--- src/csw_pkg.sv ---
// shared constants and types for the chip select and wait state decoder
// assumes one system clock and a 32-bit apb register port
package csw_pkg;

    // ==========================================================
    // sizes
    localparam int NUM_SELECTS = 4;              // external selects
    localparam int ADDR_W      = 24;             // cpu address width
    localparam int APB_ADDR_W  = 12;             // apb byte address
    localparam int SYNC_STAGES = 2;              // wait pin stages

    // ==========================================================
    // select control field positions
    localparam int CTL_WAIT_MSB = 7;             // wait count top
    localparam int CTL_WAIT_LSB = 5;             // wait count bottom
    localparam int CTL_IO_BIT   = 4;             // 1 = io space
    localparam int CTL_EN_BIT   = 3;             // 1 = enabled

    // ==========================================================
    // register map, byte addresses
    localparam logic [11:0] REG_STRIDE = 12'h010; // per select bank
    localparam logic [1:0]  IDX_CTL    = 2'h0;    // select_control
    localparam logic [1:0]  IDX_LOWER  = 2'h1;    // lower bound
    localparam logic [1:0]  IDX_UPPER  = 2'h2;    // upper bound
    localparam logic [1:0]  IDX_BASE   = 2'h3;    // io_select_base
    localparam logic [11:0] OFS_STATUS = 12'h040; // read-only status

    // status bit positions
    localparam int ST_ACTIVE_LSB = 0;            // [3:0] active selects
    localparam int ST_WAIT_BIT   = 4;            // wait pin held low
    localparam int ST_BUSY_BIT   = 5;            // cycle in progress

    // ==========================================================
    // reset values
    localparam logic [7:0] CTL0_RESET   = 8'h08; // select 0 enabled
    localparam logic [7:0] CTL_RESET    = 8'h00; // memory, disabled
    localparam logic [7:0] LOWER_RESET  = 8'h00;
    localparam logic [7:0] UPPER0_RESET = 8'hFF; // select 0 covers all
    localparam logic [7:0] UPPER_RESET  = 8'h00;
    localparam logic [7:0] BASE_RESET   = 8'h00;

    // io high byte owned by on-chip peripheral registers
    localparam logic [7:0] IO_PERIPH_PAGE = 8'h00;

    // ==========================================================
    // types
    typedef struct packed {
        logic [2:0] wait_count;                  // 0 to 7 wait states
        logic       space_is_io;                 // space choice
        logic       select_enable;               // select on
        logic [2:0] spare;                       // stored, unused
    } csw_ctl_type;

    typedef struct packed {
        logic [ADDR_W-1:0] addr;                 // cycle address
        logic              is_io;                // io instruction
        logic              is_write;             // write, else read
    } csw_req_type;

    typedef struct packed {
        logic [NUM_SELECTS-1:0] chip_select_n;   // external selects
        logic                   memory_request_n;
        logic                   io_request_n;
        logic                   read_n;
        logic                   write_n;
    } csw_strobe_type;

    typedef enum logic [0:0] {
        ST_IDLE,                                 // no cycle
        ST_ACCESS                                // strobes out
    } csw_state_type;

endpackage

--- src/csw_decoder.sv ---
// chip select and wait state decoder: apb config, decode, strobes
// assumes the cpu holds a request until cpu_ready, same clock
//
// Operation
// - control bit 4 picks memory or io
// - reset leaves every select in memory space
// - select asserts only when enabled
// - memory match: lower <= addr[23:16] <= upper
// - ram beats flash beats external selects
// - lowest numbered matching select wins
// - memory select only on memory access
// - internal memory hit keeps selects off
// - equal bounds cover one 64 KB page
// - select 0 bounds 00h-FFh, others 00h
// - io selects only on io instructions
// - io match on addr[15:8] equals base
// - io addresses 0000h-00FFh never select
// - io select drives io request, rd/wr
// - three bit wait count per select
// - wait count stalls exactly that many clocks
// - wait pin low stalls, resume after high
// - one wait state per clock while low
module csw_decoder
    import csw_pkg::*;
#(
    parameter int SELECTS = NUM_SELECTS          // external selects
) (
    // clock and reset
    input  wire logic                  core_clk,
    input  wire logic                  srst,
    // apb slave
    input  wire logic                  psel,
    input  wire logic                  penable,
    input  wire logic                  pwrite,
    input  wire logic [APB_ADDR_W-1:0] paddr,
    input  wire logic [31:0]           pwdata,
    output logic      [31:0]           prdata,
    output logic                       pready,
    output logic                       pslverr,
    // cpu bus cycle
    input  wire logic                  cpu_req_valid,
    input  wire csw_req_type           cpu_req,
    input  wire logic                  cpu_ram_hit,
    input  wire logic                  cpu_flash_hit,
    output logic                       cpu_ready,
    // internal memory selects
    output logic                       int_ram_sel,
    output logic                       int_flash_sel,
    // external bus
    output csw_strobe_type             ext_strobe,
    input  wire logic                  wait_n
);

    // ==========================================================
    // functions

    // keep only the lowest set bit
    function automatic logic [NUM_SELECTS-1:0] lowest_onehot(
        input logic [NUM_SELECTS-1:0] req
    );
        logic [NUM_SELECTS-1:0] res;
        logic                   seen;
        res  = '0;
        seen = 1'b0;
        for (int i = 0; i < NUM_SELECTS; i++) begin
            if (req[i] && !seen) begin
                res[i] = 1'b1;
                seen   = 1'b1;
            end
        end
        return res;
    endfunction

    // turns every external select off when SELECTS exceeds NUM_SELECTS
    function automatic logic k_in_range(input int n);
        return n <= NUM_SELECTS;
    endfunction

    // inclusive bound check on one address byte
    function automatic logic in_bounds(
        input logic [7:0] value,
        input logic [7:0] low,
        input logic [7:0] high
    );
        return (value >= low) && (value <= high);
    endfunction

    // ==========================================================
    // configuration registers
    csw_ctl_type ctl   [NUM_SELECTS];            // per select control
    logic [7:0]  lower [NUM_SELECTS];            // memory lower bound
    logic [7:0]  upper [NUM_SELECTS];            // memory upper bound
    logic [7:0]  base  [NUM_SELECTS];            // io high byte base

    // ==========================================================
    // cycle state
    csw_state_type          state;               // fsm
    csw_state_type          next_state;
    logic [2:0]             wait_left;           // programmed waits left
    logic [2:0]             next_wait_left;
    logic                   ext_cycle;           // a select is out
    logic                   next_ext_cycle;
    csw_strobe_type         next_ext_strobe;
    logic                   next_int_ram_sel;
    logic                   next_int_flash_sel;
    logic                   wait_sync_n;         // wait pin, synced

    // ==========================================================
    // apb decode
    wire logic       apb_access = psel && penable;
    wire logic       apb_write  = apb_access && pwrite;
    wire logic [1:0] bank_idx   = paddr[5:4];
    wire logic [1:0] reg_idx    = paddr[3:2];
    wire logic       aligned    = (paddr[1:0] == 2'h0);
    wire logic       in_banks   = aligned &&
                                  (paddr < (REG_STRIDE * 12'(SELECTS)));
    wire logic       is_status  = (paddr == OFS_STATUS);
    wire logic       mapped     = in_banks || is_status;

    // every access finishes in its first access cycle
    assign pready  = 1'b1;
    // unmapped addresses answer with an error and read zero
    assign pslverr = apb_access && !mapped;

    // ==========================================================
    // read mux
    wire logic [7:0] bank_read =
        (reg_idx == IDX_CTL)   ? ctl[bank_idx]   :
        (reg_idx == IDX_LOWER) ? lower[bank_idx] :
        (reg_idx == IDX_UPPER) ? upper[bank_idx] :
                                 base[bank_idx];

    // status shows live strobes and wait pin, not stored values
    wire logic [7:0] status_read = {
        2'b00,
        (state == ST_ACCESS),
        ext_cycle && !wait_sync_n,
        ~ext_strobe.chip_select_n
    };

    wire logic [7:0] read_byte = in_banks  ? bank_read   :
                                 is_status ? status_read :
                                             8'h00;

    // read data is registered so it is stable in the access phase
    always_ff @(posedge core_clk) begin
        if (srst) begin
            prdata <= 32'h0000_0000;
        end else if (psel && !penable && !pwrite) begin
            prdata <= {24'h00_0000, read_byte};
        end
    end

    // ==========================================================
    // register writes, byte in the low lane, upper lanes ignored
    always_ff @(posedge core_clk) begin
        if (srst) begin
            for (int k = 0; k < NUM_SELECTS; k++) begin
                // all selects start in memory space
                ctl[k]   <= (k == 0) ? CTL0_RESET : CTL_RESET;
                lower[k] <= LOWER_RESET;
                upper[k] <= (k == 0) ? UPPER0_RESET : UPPER_RESET;
                base[k]  <= BASE_RESET;
            end
        end else if (apb_write && in_banks) begin
            case (reg_idx)
                IDX_CTL:   ctl[bank_idx]   <= pwdata[7:0];
                IDX_LOWER: lower[bank_idx] <= pwdata[7:0];
                IDX_UPPER: upper[bank_idx] <= pwdata[7:0];
                default:   base[bank_idx]  <= pwdata[7:0];
            endcase
        end
    end

    // ==========================================================
    // address decode
    wire logic [7:0] page_byte  = cpu_req.addr[23:16]; // memory page
    wire logic [7:0] io_high    = cpu_req.addr[15:8];  // io high byte
    wire logic       mem_cycle  = !cpu_req.is_io;
    wire logic       io_cycle   = cpu_req.is_io;

    // on-chip ram first, then flash
    wire logic ram_take   = mem_cycle && cpu_ram_hit;
    wire logic flash_take = mem_cycle && cpu_flash_hit && !cpu_ram_hit;
    wire logic internal   = ram_take || flash_take;

    // on-chip peripheral registers own the bottom io page
    wire logic io_periph  = io_cycle && (io_high == IO_PERIPH_PAGE);

    logic [NUM_SELECTS-1:0] mem_match;           // memory candidates
    logic [NUM_SELECTS-1:0] io_match;            // io candidates

    // per select candidate terms; page and base are fully separate
    for (genvar k = 0; k < NUM_SELECTS; k++) begin : g_match
        wire logic en_k = ctl[k].select_enable;
        wire logic io_k = ctl[k].space_is_io;
        // equal bounds naturally give one 64 KB page
        assign mem_match[k] = en_k && !io_k && mem_cycle &&
                              in_bounds(page_byte, lower[k], upper[k]) &&
                              !internal;
        // address bits 23:16 and page offset play no part here
        assign io_match[k]  = en_k && io_k && io_cycle &&
                              (io_high == base[k]) &&
                              !io_periph;
    end

    // spaces never overlap, so the two vectors never both fire
    wire logic [NUM_SELECTS-1:0] winner =
        lowest_onehot(mem_match | io_match);
    wire logic [NUM_SELECTS-1:0] cfg_hit = (k_in_range(SELECTS)) ?
                                           winner : '0;
    wire logic                   any_sel = |cfg_hit;

    // wait count of the winning select
    logic [2:0] win_wait;
    always_comb begin
        win_wait = 3'h0;
        for (int k = 0; k < NUM_SELECTS; k++) begin
            if (cfg_hit[k]) begin
                win_wait = ctl[k].wait_count;
            end
        end
    end

    // ==========================================================
    // wait pin synchroniser
    csw_sync #(
        .IDLE_LEVEL (1'b1)
    ) u_wait_sync (
        .core_clk (core_clk),
        .srst     (srst),
        .async_in (wait_n),
        .sync_out (wait_sync_n)
    );

    // ==========================================================
    // cycle control
    wire logic accept    = (state == ST_IDLE) && cpu_req_valid;
    // programmed waits first, then the pin may extend each clock
    wire logic hold_wait = ext_cycle && !wait_sync_n;
    wire logic finish    = (state == ST_ACCESS) &&
                           (wait_left == 3'h0) && !hold_wait;

    // ready is combinational so the cpu sees it in the last cycle
    assign cpu_ready = finish;

    // next state and strobes
    always_comb begin
        next_state         = state;
        next_wait_left     = wait_left;
        next_ext_cycle     = ext_cycle;
        next_ext_strobe    = ext_strobe;
        next_int_ram_sel   = int_ram_sel;
        next_int_flash_sel = int_flash_sel;
        case (state)
            ST_IDLE: begin
                if (accept) begin
                    next_state      = ST_ACCESS;
                    // internal and peripheral cycles take no waits
                    next_wait_left  = any_sel ? win_wait : 3'h0;
                    next_ext_cycle  = any_sel;
                    next_ext_strobe.chip_select_n = ~cfg_hit;
                    // request strobe follows the space of the select
                    next_ext_strobe.memory_request_n =
                        !(any_sel && mem_cycle);
                    next_ext_strobe.io_request_n =
                        !(any_sel && io_cycle);
                    next_ext_strobe.read_n  =
                        !(any_sel && !cpu_req.is_write);
                    next_ext_strobe.write_n =
                        !(any_sel && cpu_req.is_write);
                    next_int_ram_sel   = ram_take;
                    next_int_flash_sel = flash_take;
                end
            end
            ST_ACCESS: begin
                if (wait_left != 3'h0) begin
                    // one programmed wait used per clock
                    next_wait_left = wait_left - 3'h1;
                end else if (finish) begin
                    // release everything when the cycle ends
                    next_state         = ST_IDLE;
                    next_ext_cycle     = 1'b0;
                    next_ext_strobe    = '1;
                    next_int_ram_sel   = 1'b0;
                    next_int_flash_sel = 1'b0;
                end
            end
            default: begin
                next_state = ST_IDLE;
            end
        endcase
    end

    // state flops
    always_ff @(posedge core_clk) begin
        if (srst) begin
            state         <= ST_IDLE;
            wait_left     <= 3'h0;
            ext_cycle     <= 1'b0;
            ext_strobe    <= '1;
            int_ram_sel   <= 1'b0;
            int_flash_sel <= 1'b0;
        end else begin
            state         <= next_state;
            wait_left     <= next_wait_left;
            ext_cycle     <= next_ext_cycle;
            ext_strobe    <= next_ext_strobe;
            int_ram_sel   <= next_int_ram_sel;
            int_flash_sel <= next_int_flash_sel;
        end
    end

    // config changes during a cycle do not disturb it: decode and
    // wait count are taken once at accept, the trade being that a
    // write to the active select takes effect only on the next cycle

    // software must give wait pin users at least two programmed waits,
    // since the pin passes two stages before it is seen

endmodule

--- src/csw_sync.sv ---
// two stage synchroniser for a level from outside the clock domain
// assumes the input is quasi static relative to core_clk
module csw_sync
    import csw_pkg::*;
#(
    parameter logic IDLE_LEVEL = 1'b1            // value held in reset
) (
    // clock and reset
    input  wire logic core_clk,
    input  wire logic srst,
    // level in and out
    input  wire logic async_in,
    output logic      sync_out
);

    // ==========================================================
    // stages
    logic stage_first;                           // read by stage two only
    logic stage_second;                          // safe to use

    // first flop may go metastable, second settles it
    always_ff @(posedge core_clk) begin
        if (srst) begin
            stage_first  <= IDLE_LEVEL;
            stage_second <= IDLE_LEVEL;
        end else begin
            stage_first  <= async_in;
            stage_second <= stage_first;
        end
    end

    assign sync_out = stage_second;

endmodule

--- config.mk ---
export PLATFORM = sky130hd
export DESIGN_NAME = csw_decoder
export DESIGN_NICKNAME = d
export VERILOG_FILES = /design/src/csw_pkg.sv /design/src/csw_decoder.sv /design/src/csw_sync.sv
export SDC_FILE = /design/constraint.sdc
export NUM_CORES = 1
export LEC_CHECK = 0
export BUFFER_PORTS_ARGS = -buffer_cell sky130_fd_sc_hd__buf_2
export CORE_MARGIN = 3
export CORE_UTILIZATION = 30
export DETAILED_ROUTE_END_ITERATION = 10
export HOLD_SLACK_MARGIN = 0.15
export PLACE_DENSITY_LB_ADDON = 0.25
export REMOVE_ABC_BUFFERS = 1
export SLEW_MARGIN = 40
export SYNTH_ARGS = -nofsm -noshare
export SYNTH_HDL_FRONTEND = slang
export SYNTH_SLANG_ARGS = --single-unit
--- constraint.sdc ---
create_clock -name core_clk -period 2.91 [get_ports core_clk]
set_input_delay 0.1455 -clock core_clk [delete_from_list [all_inputs] [get_ports core_clk]]
set_output_delay 0.1455 -clock core_clk [all_outputs]
set_load 0.02 [all_outputs]
# Word level (Yosys, flattened, before mapping)
# Memories as Yosys holds them, arrays and structs flattened.
# Cells that the tools add are included.
word_totals:
  register_bits: 25
  ram_bits: 128
  in_bits: 79
  out_inout_bits: 45
  word_cells: 201
  n_memories: 4
op_classes:
  addsub: 1
  n_lt_le_gt_ge: 9
  n_eq_ne: 11
  muxes: 65
  bitwise_logic: 4
  n_reduce_logical: 94
mem_list:
  columns: ["memory", "words", "word_bits", "read_ports", "rd_ports_with_merged_regs", "write_ports", "line", "source"]
  rows:
  - ["base", 4, 8, 5, 0, 4, "csw_decoder.sv:93", "logic [7:0] base [NUM_SELECTS];"]
  - ["ctl", 4, 8, 5, 0, 4, "csw_decoder.sv:90", "csw_ctl_type ctl [NUM_SELECTS];"]
  - ["lower", 4, 8, 5, 0, 4, "csw_decoder.sv:91", "logic [7:0] lower [NUM_SELECTS];"]
  - ["upper", 4, 8, 5, 0, 4, "csw_decoder.sv:92", "logic [7:0] upper [NUM_SELECTS];"]
ops:
  columns: ["op", "count"]
  rows:
  - ["$mux W8", 11]
  - ["$logic_and A1 B1 Y1", 58]
  - ["$mux W1", 36]
  - ["$eq A8 B8 Y1", 4]
  - ["$ge A8 B8 Y1", 4]
  - ["$le A8 B8 Y1", 4]
  - ["$reduce_or A8 Y1", 4]
  - ["$logic_not A1 Y1", 21]
  - ["$mux W3", 7]
  - ["$pmux W8 S2", 1]
  - ["$eq A12 B7 Y1 const B", 1]
  - ["$lt A12 B7 Y1 const B", 1]
  - ["$logic_not A8 Y1", 1]
  - ["$mux W2", 4]
  - ["$not A4 Y4", 2]
  - ["$pmux W1 S2", 4]
  - ["$mux W6", 1]
  - ["$ne A2 B2 Y1 const B", 3]
  - ["$pmux W3 S2", 1]
  - ["$logic_not A2 Y1", 2]
  - ["$or A4 B4 Y4", 1]
  - ["$reduce_or A4 Y1", 1]
  - ["$logic_not A3 Y1", 1]
  - ["$reduce_and A3 Y1", 1]
  - ["other kinds (9)", 10]

# Longest topological paths before layout
logic_depth:
  depth_word: 22
  mapped_depth: 10
  ltp_nobuf: 10

# By module
# From an unflattened synthesis, not the netlist that was laid out.
hier_totals:
  hier_cells: 845
  hier_area_um2: 9230.1
modules_own_cells:
  columns: ["module", "n_inst", "cells_per_inst", "area_each_um2", "seq_area_each_um2"]
  rows:
  - ["csw_decoder", 1, 841, 9177.6, 4304.1]
  - ["csw_sync", 1, 4, 52.6, 40.0]

# Worst setup path after synthesis
# No wires, ideal clock.
synth_timing:
  kind: "reg-to-reg"
  startpoint: "memory lower[0][0]"
  endpoint: "register wait_left[2]"
  setup_time_ns: 0.086
  arrival_ns: 2.485
  t_required_ns: 2.824
  setup_slack_ns: 0.338
  stages_incl_launch_ff: 10
  path_buffers: 0
  period_less_slack_ns: 2.572
  path_cell_list: "edfxtp_1 ha_1 nand2b_1 a2111o_1 a221oi_1 nor4_2 nor4_4 and3b_4 a221oi_2 a221oi_2"
synth_lines:
  columns: ["item", "line", "source"]
  rows:
  - ["start, declared", "csw_decoder.sv:91", null]
  - ["end signal, assigned", "csw_decoder.sv:306", "wait_left <= next_wait_left;"]
  - ["end, declared", "csw_decoder.sv:99", "logic [2:0] wait_left;"]

==> results.txt <==
Area contributors post-synth = edfxtp_1 (42%), mux4_2 (9.8%), ha_1 (8.9%), dfxtp_1 (5.4%), nor2_1 (5.0%)
HPWL after DPL = 20.1 mm
Max Used Layer = met4
Placed Instances = 1302
Iter 0 DRT Violations = 481
antenna violations before repair = 0
R2R Setup Slk = 130 ps
Mapped Area = 0.00924 mm^2
Buffers on Ports = 66
Max Freq = 0.360 GHz
Comb power frac = 0.147
Non-Filler Instances = 1341
Top FF cell, synth = edfxtp_1
slew margin rel. = 0.502
Via density = 4.84
reg2reg start = lower[3][2]$_DFFE_PP_
Data arrival, critical path = 3060 ps
Distinct cells, synth = 66
sequential share of power = 0.470
# rows = 63
Sw Pwr = 1440 uW
Die H = 181 um
share of Yosys cell area claimed by the top area cell type = 0.416
Layout area overhead = 16.3%
status = completed
Pleak = 0.00433 uW
gr usage total = 0.160
Levels on crit path = 10
largest net degree at the start of global routing = 47
starting density of the core = 0.308
CTS max path bufs = 2
Final #Nets = 1085
setup bufs post-CTS = 0
multi-input logic area = 0.00426 mm^2
die area = 0.0329 mm^2
CP peak stage delay = 380 ps
die width = 181 um
#FFs+latches synth = 153
first-pass GRT wire length = 39.5 mm
RD Place Congestion = 0.778
root buffer cell = clkbuf_16
Max Slew Vio Count = 0
Worst Tran Pin Value = 745 ps
met3 wire length = 1.23 mm
Post-synth EDFFs = 128
clock sink count = 153
slowest CP cell = edfxtp_1
final hold vios = 0
r2r endpoint = wait_left[2]$_SDFFE_PP0P_
CTS H-Tree Depth = 4
post-route setup slack = 131 ps
Worst setup EP type = register
DRC = 0
worst skew pair latency = 430 ps
CP Max Fanout = 4
Cell Chain, Critical Path = inv_1, ha_1, a211o_1, a31oi_1, nor3_1, o311a_1, a22oi_1, and3b_4, a221oi_2, a221oi_2
post-synth top area cell = edfxtp_1
Critical Path Start = lower[3][2]$_DFFE_PP_
Top Ports = 124
min Tclk post-route = 2780 ps
Setup crit end = wait_left[2]$_SDFFE_PP0P_
Clock Skew = 12.9 ps
routed wl met2 = 12.6 mm
Sw Share = 0.268
ratio of cells with drive above 1 in the final layout = 0.209
Setup TNS = 0 ps
Clock power frac = 0.384
most used cell, CP = a221oi_2
final setup violation count = 0
Synth Instances = 848
Commonest cells post-synth = edfxtp_1 (128), nor2_1 (123), inv_1 (106), ha_1 (66), nand2_1 (50)
synth warn = 0
global route overflow = 0
drt pass-1 iters = 4
CTS Buf Count = 17
Setup CP Type = register to register
Worst Path Required = 3200 ps
VDD IR-drop max = 383 uV
Ant. Diodes = 0
CTS tree = yes
family with the most delay on the worst path = compound AO/OA/AOI/OAI gates
Fill cells = 2978
ys async rst share = 0
Max Cap Viol = 0
Final Cycle Share = 0.955
Worst-path clk slew = 60 ps
RSZ-0062 raised after global routing = no
Pwr Density = 502 mW/mm^2
worst min-delay path class = primary input to register
area occupied by registers = 0.00434 mm^2
CORE AREA = 0.0300 mm^2
routed vias = 6492
M1 WL = 12.3 mm
CP bufs+invs = 1
Final ANT Viol Nets = 0
count leader, synth = edfxtp_1
Setup crit start kind = register
Avg WL per Cell = 19.7 um
pre-CTS WS = 113 ps
vias in the first global route = 6495
syn_area_per_cell = 10.9 um^2
final wirelength = 26.4 mm
Hold Path Origin = pwdata[4]
hold depth = 2
Seq/Total Area, Yosys = 0.470
worst r2r path cells = 10
internal cell power = 3950 uW
==> cell families after synthesis <==
logic type,after synthesis,share of synthesized area
buffers and inverters,168,0.0803
xor gates and xnor gates,32,0.0303
muxes,40,0.0975
DFF,153,0.470
other,2,0.000813
adders and majority gates,66,0.0894
and+or+nand+nor,270,0.142
AOI/OAI and AO/OA,117,0.0895
==> stage by stage <==
step,utilization,instance area (um^2),hold slack (ps),power (uW)
finish,0.359,10700,170,5400
floorplan,-,8980,212,3010
global placement,0.337,10100,336,3360
detailed placement,0.337,10100,334,3370
CTS,0.358,10700,166,5430
global route,0.359,10700,183,5620
==> power by group through the flow <==
stage | clock (uW) | sequential, uW | combinational, uW
2_1_floorplan | 0 | 2560 | 447
3_3_place_gp | 0 | 2580 | 778
3_5_place_dp | 0 | 2580 | 786
4_1_cts | 2100 | 2530 | 798
5_1_grt | 2200 | 2540 | 871
6_report | 2070 | 2530 | 793
==> cell usage in the layout (no fill, tap or decap), types with 28 or more instances in the layout <==
cell	n
edfxtp_1	128
nor2_1	123
inv_1	106
ha_1	66
buf_2	65
nand2_1	50
mux4_2	40
buf_4	36
a21oi_1	30
xnor2_1	28
==> flip-flops by register name, indices dropped and copies added (netlist names) <==
signal	cells
base	32
ctl	32
lower	32
upper	32
ext_strobe	8
prdata	8
wait_left	3
ext_cycle	1
int_flash_sel	1
int_ram_sel	1
state	1
u_wait_sync.stage_first	1
u_wait_sync.sync_out	1
==> worst min path at each step <==
stage          slack (ps)                                 end
3_5_place_dp          330  u_wait_sync.stage_first$_SDFF_PP1_
4_1_cts               170              prdata[7]$_SDFFE_PP0P_
3_3_place_gp          340  u_wait_sync.stage_first$_SDFF_PP1_
5_1_grt               180           upper[0][4]$_SDFFCE_PN1P_
2_1_floorplan         210           wait_left[2]$_SDFFE_PP0P_
6_report              170           upper[0][4]$_SDFFCE_PN1P_
==> final cells by class <==
type,count,share of cell area
clock buffers,17,0.0396
multi-input cells,550,0.396
flip-flops and latches,153,0.404
clock inverters,13,0.00990
inverters,106,0.0370
well taps,390,0.0454
repair buffers,112,0.0675
==> metal layers <==
metal / GRT usage / vias to the layer above
li1: - / 3142
met5: 0 / -
met2: 0.266 / 158
met4: 0.0356 / 0
met3: 0.0266 / 19
met1: 0.220 / 3173
==> repair_timing <==
| action | 4_1_cts | 5_1_grt |
|---|---|---|
| endpoints found under the setup margin | 0 | 4 |
| hold endpoints to repair | 10 | 0 |
| hold buffers | 9 | 0 |
| resized for setup | 0 | 4 |
No activity file was read; power rests on OpenSTA's default activity.
